[src/pkg/pdmc_pkg.sv]
package pdmc_pkg;

  // register port
  localparam int ADDR_W = 3;
  localparam int DATA_W = 16;
  localparam logic [2:0] REG_CTRL = 3'h0;
  localparam logic [2:0] REG_MSTBY = 3'h1;
  localparam logic [2:0] REG_MODE = 3'h2;
  localparam logic [2:0] REG_STAT = 3'h3;
  localparam logic [2:0] REG_CLR = 3'h4;
  localparam logic [2:0] REG_EN = 3'h5;

  // control register fields
  localparam int CB_DIV = 0;
  localparam int CB_LOW_SPEED_ON_BIT = 3;
  localparam int CB_MEDIUM_SPEED_ON_BIT = 4;
  localparam int CB_DIRECT_TRANSFER_BIT = 5;
  localparam int CB_TMS = 6;
  localparam int CB_SOFTWARE_STANDBY_BIT = 7;
  localparam int CTRL_W = 8;
  localparam logic [7:0] CTRL_RST = 8'h00;

  // peripheral slots
  localparam int NPER = 12;
  localparam int P_TMR_A = 0;
  localparam int P_TMR_C = 1;
  localparam int P_TMR_F = 2;
  localparam int P_TMR_G = 3;
  localparam int P_WDT = 4;
  localparam int P_SER1 = 5;
  localparam int P_SER2 = 6;
  localparam int P_SER3 = 7;
  localparam int P_AEC = 8;
  localparam int P_LCD = 9;
  localparam int P_PWM = 10;
  localparam int P_ADC = 11;
  localparam logic [11:0] SUBSLP_MASK = 12'h3ff;
  localparam logic [11:0] WATCH_MASK = 12'h30d;
  localparam logic [11:0] MSTBY_RST = 12'h000;

  // pin synchroniser slots
  localparam int N_EXT = 5;
  localparam int N_WKP = 8;
  localparam int NSYNC = 14;
  localparam int S_SUBCLK = 13;

  // interrupt events
  localparam int NEV = 3;
  localparam int EV_SLEEP = 0;
  localparam int EV_WAKE = 1;
  localparam int EV_REFUSE = 2;

  // peripheral divider: 1/64, 1/32, 1/16, 1/8
  localparam int DIV_W = 6;
  localparam logic [5:0] DIV_TOP = 6'h3f;

  typedef enum logic [7:0] {
    M_ACT_HS = 8'h01,
    M_ACT_MS = 8'h02,
    M_SUB_ACT = 8'h04,
    M_SLP_HS = 8'h08,
    M_SLP_MS = 8'h10,
    M_SUB_SLP = 8'h20,
    M_WATCH = 8'h40,
    M_STBY = 8'h80
  } pdmc_mode_t;

endpackage

[src/design/pdmc_tick.sv]
`timescale 1ns/100ps
module pdmc_tick
  import pdmc_pkg::*;
#(
  parameter int W = DIV_W
) (
  // clock and reset
  input wire logic ref_clk,
  input wire logic rstn,
  // control
  input wire logic run,
  input wire logic [1:0] sel,
  // tick out
  output logic tick
);

  typedef struct packed {
    logic [W-1:0] cnt;
    logic tick;
  } pdmc_tick_st_t;

  pdmc_tick_st_t s;
  pdmc_tick_st_t next_s;
  logic [W-1:0] top;

  generate
    if (W < DIV_W) begin : g_chk
      $error("pdmc_tick: counter too narrow for 1/64");
    end
  endgenerate

  assign top = W'(DIV_TOP >> sel);

  always_comb begin
    next_s = s;
    next_s.tick = 1'b0;
    if (!run) begin
      next_s.cnt = '0;
    end else if (s.cnt >= top) begin
      next_s.cnt = '0;
      next_s.tick = 1'b1;
    end else begin
      next_s.cnt = s.cnt + W'(1);
    end
  end

  always_ff @(posedge ref_clk) begin
    if (!rstn) begin
      s <= '0;
    end else begin
      s <= next_s;
    end
  end

  assign tick = s.tick;

endmodule

[src/design/pdmc_core.sv]
// Decided for this implementation: the strobed register port and the placing of the registers.
`timescale 1ns/100ps
module pdmc_core
  import pdmc_pkg::*;
#(
  parameter int NP = NPER
) (
  // clock and reset
  input wire logic ref_clk,
  input wire logic rstn,
  // register port
  input wire logic [ADDR_W-1:0] reg_addr,
  input wire logic [DATA_W-1:0] reg_wdata,
  input wire logic reg_wr,
  input wire logic reg_rd,
  output logic [DATA_W-1:0] reg_rdata,
  output logic irq,
  // cpu side
  input wire logic sleep_req,
  input wire logic irq_pending,
  input wire logic irq_ack,
  output logic cpu_wake_req,
  output logic cpu_run,
  output logic cpu_clk_sub,
  output logic cpu_clk_en,
  // internal interrupt sources
  input wire logic tmr_a_irq,
  input wire logic tmr_c_irq,
  input wire logic tmr_f_irq,
  input wire logic tmr_g_irq,
  input wire logic serial_unit_one_irq,
  input wire logic serial_unit_two_irq,
  input wire logic serial_unit_three_irq,
  input wire logic async_event_counter_irq,
  input wire logic other_irq,
  // pins
  input wire logic [N_EXT-1:0] ext_irq_n,
  input wire logic [N_WKP-1:0] wakeup_pin_n,
  input wire logic sub_clk,
  // clock control
  output logic sys_osc_en,
  output logic [NP-1:0] periph_clk_en
);

  generate
    if (NP != NPER) begin : g_chk
      $error("pdmc_core: peripheral count is fixed");
    end
  endgenerate

  typedef struct packed {
    pdmc_mode_t mode;
    logic [NSYNC-1:0] s1, s2, s3, stab;
    logic wake_pend;
    logic [CTRL_W-1:0] ctrl;
    logic [NP-1:0] mstby;
    logic [NEV-1:0] stat;
    logic [NEV-1:0] en;
    logic [DATA_W-1:0] rdata;
    logic irq;
    logic cpu_run;
    logic cpu_sub;
    logic cpu_clk_en;
    logic sys_osc;
    logic [NP-1:0] periph;
  } pdmc_st_t;

  pdmc_st_t s, next_s;
  logic div_tick, sub_tick, wake_src, sleeping, running;
  logic grp1, grp2, grp3, grp4;
  logic [NSYNC-1:0] pins, next_stab;
  logic [N_EXT-1:0] ext_evt;
  logic [N_WKP-1:0] wkp_evt;
  logic [NP-1:0] gate;
  logic [NEV-1:0] ev;
  pdmc_mode_t act_tgt, sleep_tgt, wake_tgt;

  wire low_speed_on_bit = s.ctrl[CB_LOW_SPEED_ON_BIT];
  wire medium_speed_on_bit = s.ctrl[CB_MEDIUM_SPEED_ON_BIT];
  wire direct_transfer_bit = s.ctrl[CB_DIRECT_TRANSFER_BIT];
  wire tms = s.ctrl[CB_TMS];
  wire software_standby_bit = s.ctrl[CB_SOFTWARE_STANDBY_BIT];
  wire [1:0] div_sel = s.ctrl[CB_DIV +: 2];

  // prescaler runs only while the system oscillator runs
  pdmc_tick #(
    .W(DIV_W)
  ) u_tick (
    .ref_clk(ref_clk),
    .rstn(rstn),
    .run(s.sys_osc),
    .sel(div_sel),
    .tick(div_tick)
  );
  assign pins = {sub_clk, wakeup_pin_n, ext_irq_n};
  // pin filter: accept a level once stages two and three agree
  genvar gi;
  generate
    for (gi = 0; gi < NSYNC; gi++) begin : g_pin
      assign next_stab[gi] = (s.s2[gi] == s.s3[gi]) ? s.s3[gi] : s.stab[gi];
    end
  endgenerate

  // falling edges on the interrupt and wakeup pins, rising edge on the subclock, seen in every mode
  assign ext_evt = s.stab[N_EXT-1:0] & ~next_stab[N_EXT-1:0];
  assign wkp_evt = s.stab[N_EXT +: N_WKP] & ~next_stab[N_EXT +: N_WKP];
  assign sub_tick = next_stab[S_SUBCLK] & ~s.stab[S_SUBCLK];
  // timers A F G, ext0, wakeup
  assign grp1 = tmr_a_irq | tmr_f_irq | tmr_g_irq | ext_evt[0] | (|wkp_evt);
  assign grp2 = tmr_a_irq | tmr_c_irq | tmr_f_irq | tmr_g_irq
              | serial_unit_one_irq | serial_unit_two_irq
              | serial_unit_three_irq | (|ext_evt) | (|wkp_evt)
              | async_event_counter_irq;
  assign grp3 = grp2 | other_irq;
  assign grp4 = ext_evt[1] | ext_evt[0] | (|wkp_evt);

  assign sleeping = (s.mode == M_SLP_HS) || (s.mode == M_SLP_MS)
                 || (s.mode == M_SUB_SLP) || (s.mode == M_WATCH)
                 || (s.mode == M_STBY);
  assign running = (s.mode == M_ACT_HS) || (s.mode == M_ACT_MS)
                || (s.mode == M_SUB_ACT);

  always_comb begin
    unique case (s.mode)
      M_SLP_HS, M_SLP_MS: wake_src = grp3;
      M_SUB_SLP: wake_src = grp2;
      M_WATCH: wake_src = grp1;
      M_STBY: wake_src = grp4;
      default: wake_src = 1'b0;
    endcase
  end

  always_comb begin
    act_tgt = medium_speed_on_bit ? M_ACT_MS : M_ACT_HS;
    sleep_tgt = s.mode;
    wake_tgt = act_tgt;
    if (s.mode == M_SUB_ACT) begin
      if (direct_transfer_bit && !low_speed_on_bit) begin
        sleep_tgt = act_tgt;
      end else if (software_standby_bit) begin
        sleep_tgt = M_WATCH;
      end else begin
        sleep_tgt = M_SUB_SLP;
      end
    end else if (direct_transfer_bit) begin
      sleep_tgt = (low_speed_on_bit && tms) ? M_SUB_ACT : act_tgt;
    end else if (software_standby_bit) begin
      sleep_tgt = tms ? M_WATCH : M_STBY;
    end else if (low_speed_on_bit && tms) begin
      sleep_tgt = M_SUB_SLP;
    end else begin
      sleep_tgt = medium_speed_on_bit ? M_SLP_MS : M_SLP_HS;
    end
    if (((s.mode == M_SUB_SLP) || (s.mode == M_WATCH)) && low_speed_on_bit) begin
      wake_tgt = M_SUB_ACT;
    end
  end

  // per-peripheral clock gating
  generate
    for (gi = 0; gi < NP; gi++) begin : g_per
      always_comb begin
        unique case (s.mode)
          M_ACT_HS, M_SLP_HS: gate[gi] = 1'b1;
          M_ACT_MS, M_SLP_MS: gate[gi] = div_tick;
          M_SUB_SLP, M_SUB_ACT: gate[gi] = SUBSLP_MASK[gi] & sub_tick;
          M_WATCH: gate[gi] = WATCH_MASK[gi] & sub_tick;
          default: gate[gi] = 1'b0;
        endcase
      end
    end
  endgenerate

  always_comb begin
    next_s = s;
    ev = '0;
    next_s.s1 = pins;
    next_s.s2 = s.s1;
    next_s.s3 = s.s2;
    next_s.stab = next_stab;
    // mode register steps between eight modes
    if (sleeping) begin
      if (s.wake_pend && irq_ack) begin
        next_s.mode = wake_tgt;
        next_s.wake_pend = 1'b0;
        ev[EV_WAKE] = 1'b1;
      end else if (wake_src) begin
        next_s.wake_pend = 1'b1;
      end
    end else if (running && sleep_req) begin
      // no transition while a request is pending
      if (irq_pending) begin
        ev[EV_REFUSE] = 1'b1;
      end else begin
        next_s.mode = sleep_tgt;
        ev[EV_SLEEP] = 1'b1;
      end
    end
    // register writes
    if (reg_wr) begin
      unique case (reg_addr)
        REG_CTRL: next_s.ctrl = reg_wdata[CTRL_W-1:0];
        REG_MSTBY: next_s.mstby = reg_wdata[NP-1:0];
        REG_EN: next_s.en = reg_wdata[NEV-1:0];
        REG_CLR: next_s.stat = s.stat & ~reg_wdata[NEV-1:0];
        default: ;
      endcase
    end
    // set wins over clear
    next_s.stat = next_s.stat | ev;
    next_s.irq = |(next_s.stat & next_s.en);
    next_s.rdata = '0;
    if (reg_rd) begin
      unique case (reg_addr)
        REG_CTRL: next_s.rdata = DATA_W'(s.ctrl);
        REG_MSTBY: next_s.rdata = DATA_W'(s.mstby);
        REG_MODE: next_s.rdata = DATA_W'(s.mode);
        REG_STAT: next_s.rdata = DATA_W'(s.stat);
        REG_EN: next_s.rdata = DATA_W'(s.en);
        default: next_s.rdata = '0;
      endcase
    end
    // system oscillator stops in subclock modes
    next_s.sys_osc = !((next_s.mode == M_SUB_ACT)
                    || (next_s.mode == M_SUB_SLP)
                    || (next_s.mode == M_WATCH)
                    || (next_s.mode == M_STBY));
    next_s.cpu_run = (next_s.mode == M_ACT_HS) || (next_s.mode == M_ACT_MS)
                  || (next_s.mode == M_SUB_ACT);
    next_s.cpu_sub = (next_s.mode == M_SUB_ACT);
    // CPU clock rate per active mode
    unique case (s.mode)
      M_ACT_HS: next_s.cpu_clk_en = 1'b1;
      M_ACT_MS: next_s.cpu_clk_en = div_tick;
      M_SUB_ACT: next_s.cpu_clk_en = sub_tick;
      default: next_s.cpu_clk_en = 1'b0;
    endcase
    next_s.periph = gate & ~s.mstby;
  end

  always_ff @(posedge ref_clk) begin
    if (!rstn) begin
      s <= '0;
      s.mode <= M_ACT_HS;
      s.s1 <= '1;
      s.s2 <= '1;
      s.s3 <= '1;
      s.stab <= '1;
      s.ctrl <= CTRL_RST;
      s.mstby <= MSTBY_RST;
      s.sys_osc <= 1'b1;
      s.cpu_run <= 1'b1;
    end else begin
      s <= next_s;
    end
  end

  assign reg_rdata = s.rdata;
  assign irq = s.irq;
  assign cpu_wake_req = s.wake_pend;
  assign cpu_run = s.cpu_run;
  assign cpu_clk_sub = s.cpu_sub;
  assign cpu_clk_en = s.cpu_clk_en;
  assign sys_osc_en = s.sys_osc;
  assign periph_clk_en = s.periph;
endmodule

[config.mk]
export PLATFORM = sky130hd
export DESIGN_NAME = pdmc_core
export DESIGN_NICKNAME = d
export VERILOG_FILES = /design/src/pkg/pdmc_pkg.sv /design/src/design/pdmc_tick.sv /design/src/design/pdmc_core.sv
export SDC_FILE = /design/constraint.sdc
export NUM_CORES = 1
export LEC_CHECK = 0
export BUFFER_PORTS_ARGS = -buffer_cell sky130_fd_sc_hd__buf_2
export CAP_MARGIN = 20
export CORE_ASPECT_RATIO = 0.75
export CORE_MARGIN = 5
export CORE_UTILIZATION = 56
export CTS_CLUSTER_SIZE = 8
export DETAILED_ROUTE_END_ITERATION = 8
export PLACE_DENSITY = 0.87
export RECOVER_POWER = 100
export SLEW_MARGIN = 20
export SYNTH_ARGS = -nofsm -noshare
export SYNTH_HDL_FRONTEND = slang
export SYNTH_HIERARCHICAL = 1
export SYNTH_SLANG_ARGS = --single-unit
[constraint.sdc]
create_clock -name ref_clk -period 2.9 [get_ports ref_clk]
set_input_delay 0.58 -clock ref_clk [delete_from_list [all_inputs] [get_ports ref_clk]]
set_output_delay 0.58 -clock ref_clk [all_outputs]
set_load 0.02 [all_outputs]
==> flow_metrics.tcl <==
set metrics [dict create \
    grt_max_degree 38 \
    nets 694 \
    cap_violations 0 \
    die_w_um 123 \
    synth-async-reset-ratio 0 \
    clock.fmax_ghz 0.399 \
    drt_wl_total_um 12500 \
    worst_pin_slew_ps 1430 \
    whs_ps 345 \
    hold_viol_final 0 \
    cts-hold-fix-buffers 0 \
    yosysWarnings 6 \
    vias 4346 \
    gp_congestion 0.886 \
    dp_hpwl_um 8680 \
    ant_nets 0 \
    drt-initial-drc-count 449 \
    first_global_vias 4300 \
    ios 83 \
    final_area_um2 6100 \
    cts_buffers 17 \
    fin_skew_ps 8.25 \
    die_height_um 94.4 \
    antenna_found_initial 0 \
    synth_edf_count 0 \
    dr.pass1.iters 5 \
    postCtsResizedCells 0 \
    hold_path_class "input port to flip-flop" \
    syn_area_per_cell_um2 8.95 \
    tritoncts "built" \
    fin_crit_ps 2500 \
    synth-main-ff-cell "dfxtp_1" \
    drv_slew 0 \
    drc_errors 0 \
    min_period_over_period 0.864 \
    nFillCells 765 \
    postPlaceCellArea_um2 5560 \
    area_delta_synth_final_pct 14.6 \
    crit_fanout 14 \
    grt_overflow 0 \
    cts.htree.levels 4 \
    setup_tns_ps 0 \
    synth_cell_type_count 66 \
    final_core_util 0.666 \
    rows 30 \
    ys_ff_latch 127 \
    power.leakage_nw 2.31 \
    worst_slack_ps 395 \
    cp_data_required_time_ps 3180 \
    cp-start-kind "flip-flop" \
    cts_buffer_depth 2 \
    syn_inst 595 \
    status "complete, no violations" \
    grt_pass1_wl_um 20400 \
    antenna_cells 0 \
    path_clk_slew_ps 60 \
    avgRoutedWirePerCell_um 16.0 \
    cp.arrival_ps 2790 \
    ir_drop_v 0.000545 \
    maxSlewHeadroom 0.0461 \
    post-place-ws_ps 561 \
    postCtsSetupBuffers 0 \
    io_buffers 74 \
    drive_gt1_frac 0.149 \
    vias_per_cell 5.56 \
    die-area_um2 11600 \
    power_density_nw_per_um2 700 \
    critical_path_class "flip-flop to flip-flop" \
    syn_area_um2 5320 \
    synth_seq_area_share 0.478 \
    initial_core_util 0.581 \
    grt_usage 0.229 \
    end_kind "flip-flop" \
    rsz0062_at_grt "false" \
    clk_latency_ps 420 \
    coreArea_um2 9160 \
    root_buffer "clkbuf_16" \
    clkSinkCount 127 \
    finalSetupViolations 0 \
]
routing by layer:
layer / vias up / share of wire / routed length, um / GRT usage
met5: - / 0 / 0 / 0
met3: 19 / 0.079 / 982 / 0.0605
met2: 199 / 0.49 / 6080 / 0.379
met4: 0 / 0.013 / 159 / 0.0885
met1: 2044 / 0.42 / 5280 / 0.286
li1: 2084 / - / - / -
final timing paths:
kind              startpoint    endpoint  depth (start not counted)  slack (ps)
min          wakeup_pin_n[5]  next_s[98]                          2         340
max reg2reg           s[121]  sys_osc_en                          7         400
min reg2reg       next_s[89]  next_s[75]                          1         410
max                   s[121]  sys_osc_en                          7         400
layout by cell type (no fill, tap or decap), drive strengths merged, types with 4 or more instances in the layout:
cell type,instances
inv,9
ha,4
conb,4
clkinv,6
and2,9
mux2i,11
nor3,16
nand2b,45
nand2,64
nor2,67
clkbuf,54
a22oi,12
a21boi,23
nor2b,14
nand3,15
or3,4
or2,4
a21oi,37
dfxtp,127
o21ai,26
xor2,6
buf,45
nor3b,4
per-stage QoR:
step,power (mW),instances
5_1_grt,4.42,781
3_5_place_dp,2.20,750
3_3_place_gp,2.18,750
4_1_cts,4.31,781
2_1_floorplan,2.13,598
6_report,4.27,781
registers in the layout, indices dropped and copies added (netlist names), 2 cells and up:
signal         cells
s                 57
next_s            28
periph_clk_en     12
reg_rdata         12
u_tick/s           6
div_sel            2
critical path, cell delays in order, from the launching register on:
cell	delay (ps)
dfxtp_1	690
nor2b_1	100
o21ai_0	280
a21oi_1	270
a32o_1	290
a22oi_1	310
nand3_1	150
nand4bb_1	290
cells in the mapped netlist (all sizes together) (4+ instances only):
| cell type | instances | share of area |
|---|---|---|
| nor2b | 14 | 0.016 |
| and2 | 9 | 0.011 |
| nor3 | 16 | 0.016 |
| nor2 | 67 | 0.047 |
| nand2 | 64 | 0.046 |
| a21oi | 37 | 0.035 |
| dfxtp | 127 | 0.48 |
| or3 | 4 | 0.0056 |
| buf | 38 | 0.052 |
| nand2b | 45 | 0.053 |
| nor3b | 4 | 0.0066 |
| or2 | 4 | 0.0047 |
| ha | 4 | 0.0094 |
| o21ai | 26 | 0.024 |
| a21boi | 23 | 0.032 |
| a22oi | 12 | 0.019 |
| clkbuf | 17 | 0.013 |
| mux2i | 11 | 0.021 |
| inv | 7 | 0.0049 |
| xor2 | 6 | 0.0099 |
| nand3 | 15 | 0.014 |
cell families after synthesis:
family                   after synthesis  synth area share
buffers and inverters                 62            0.0696
other                                  1          0.000705
AND/OR/NAND/NOR                      259             0.249
XOR/XNOR                               9            0.0148
multiplexers                          14            0.0270
adder cells (fa/ha/maj)                4           0.00940
AO/OA/AOI/OAI                        119             0.151
flip-flops                           127             0.478
final cells by class:
cell class | instances | area (um2) | share of cell area
well taps | 128 | 160 | 0.0263
inverters | 7 | 26.3 | 0.00431
clock inverters | 11 | 133 | 0.0218
clock buffers | 20 | 467 | 0.0765
multi-input cells | 409 | 2410 | 0.395
repair buffers | 79 | 358 | 0.0587
flip-flops and latches | 127 | 2540 | 0.417
report_power, final:
part           leakage [nW]  switching [mW]  total [mW]  internal, mW
registers              1.04          0.0431        1.86          1.82
clock network         0.294           0.773        2.11          1.34
logic                 0.977           0.189       0.299         0.111
Note: power is estimated with default switching activity, not from simulation.
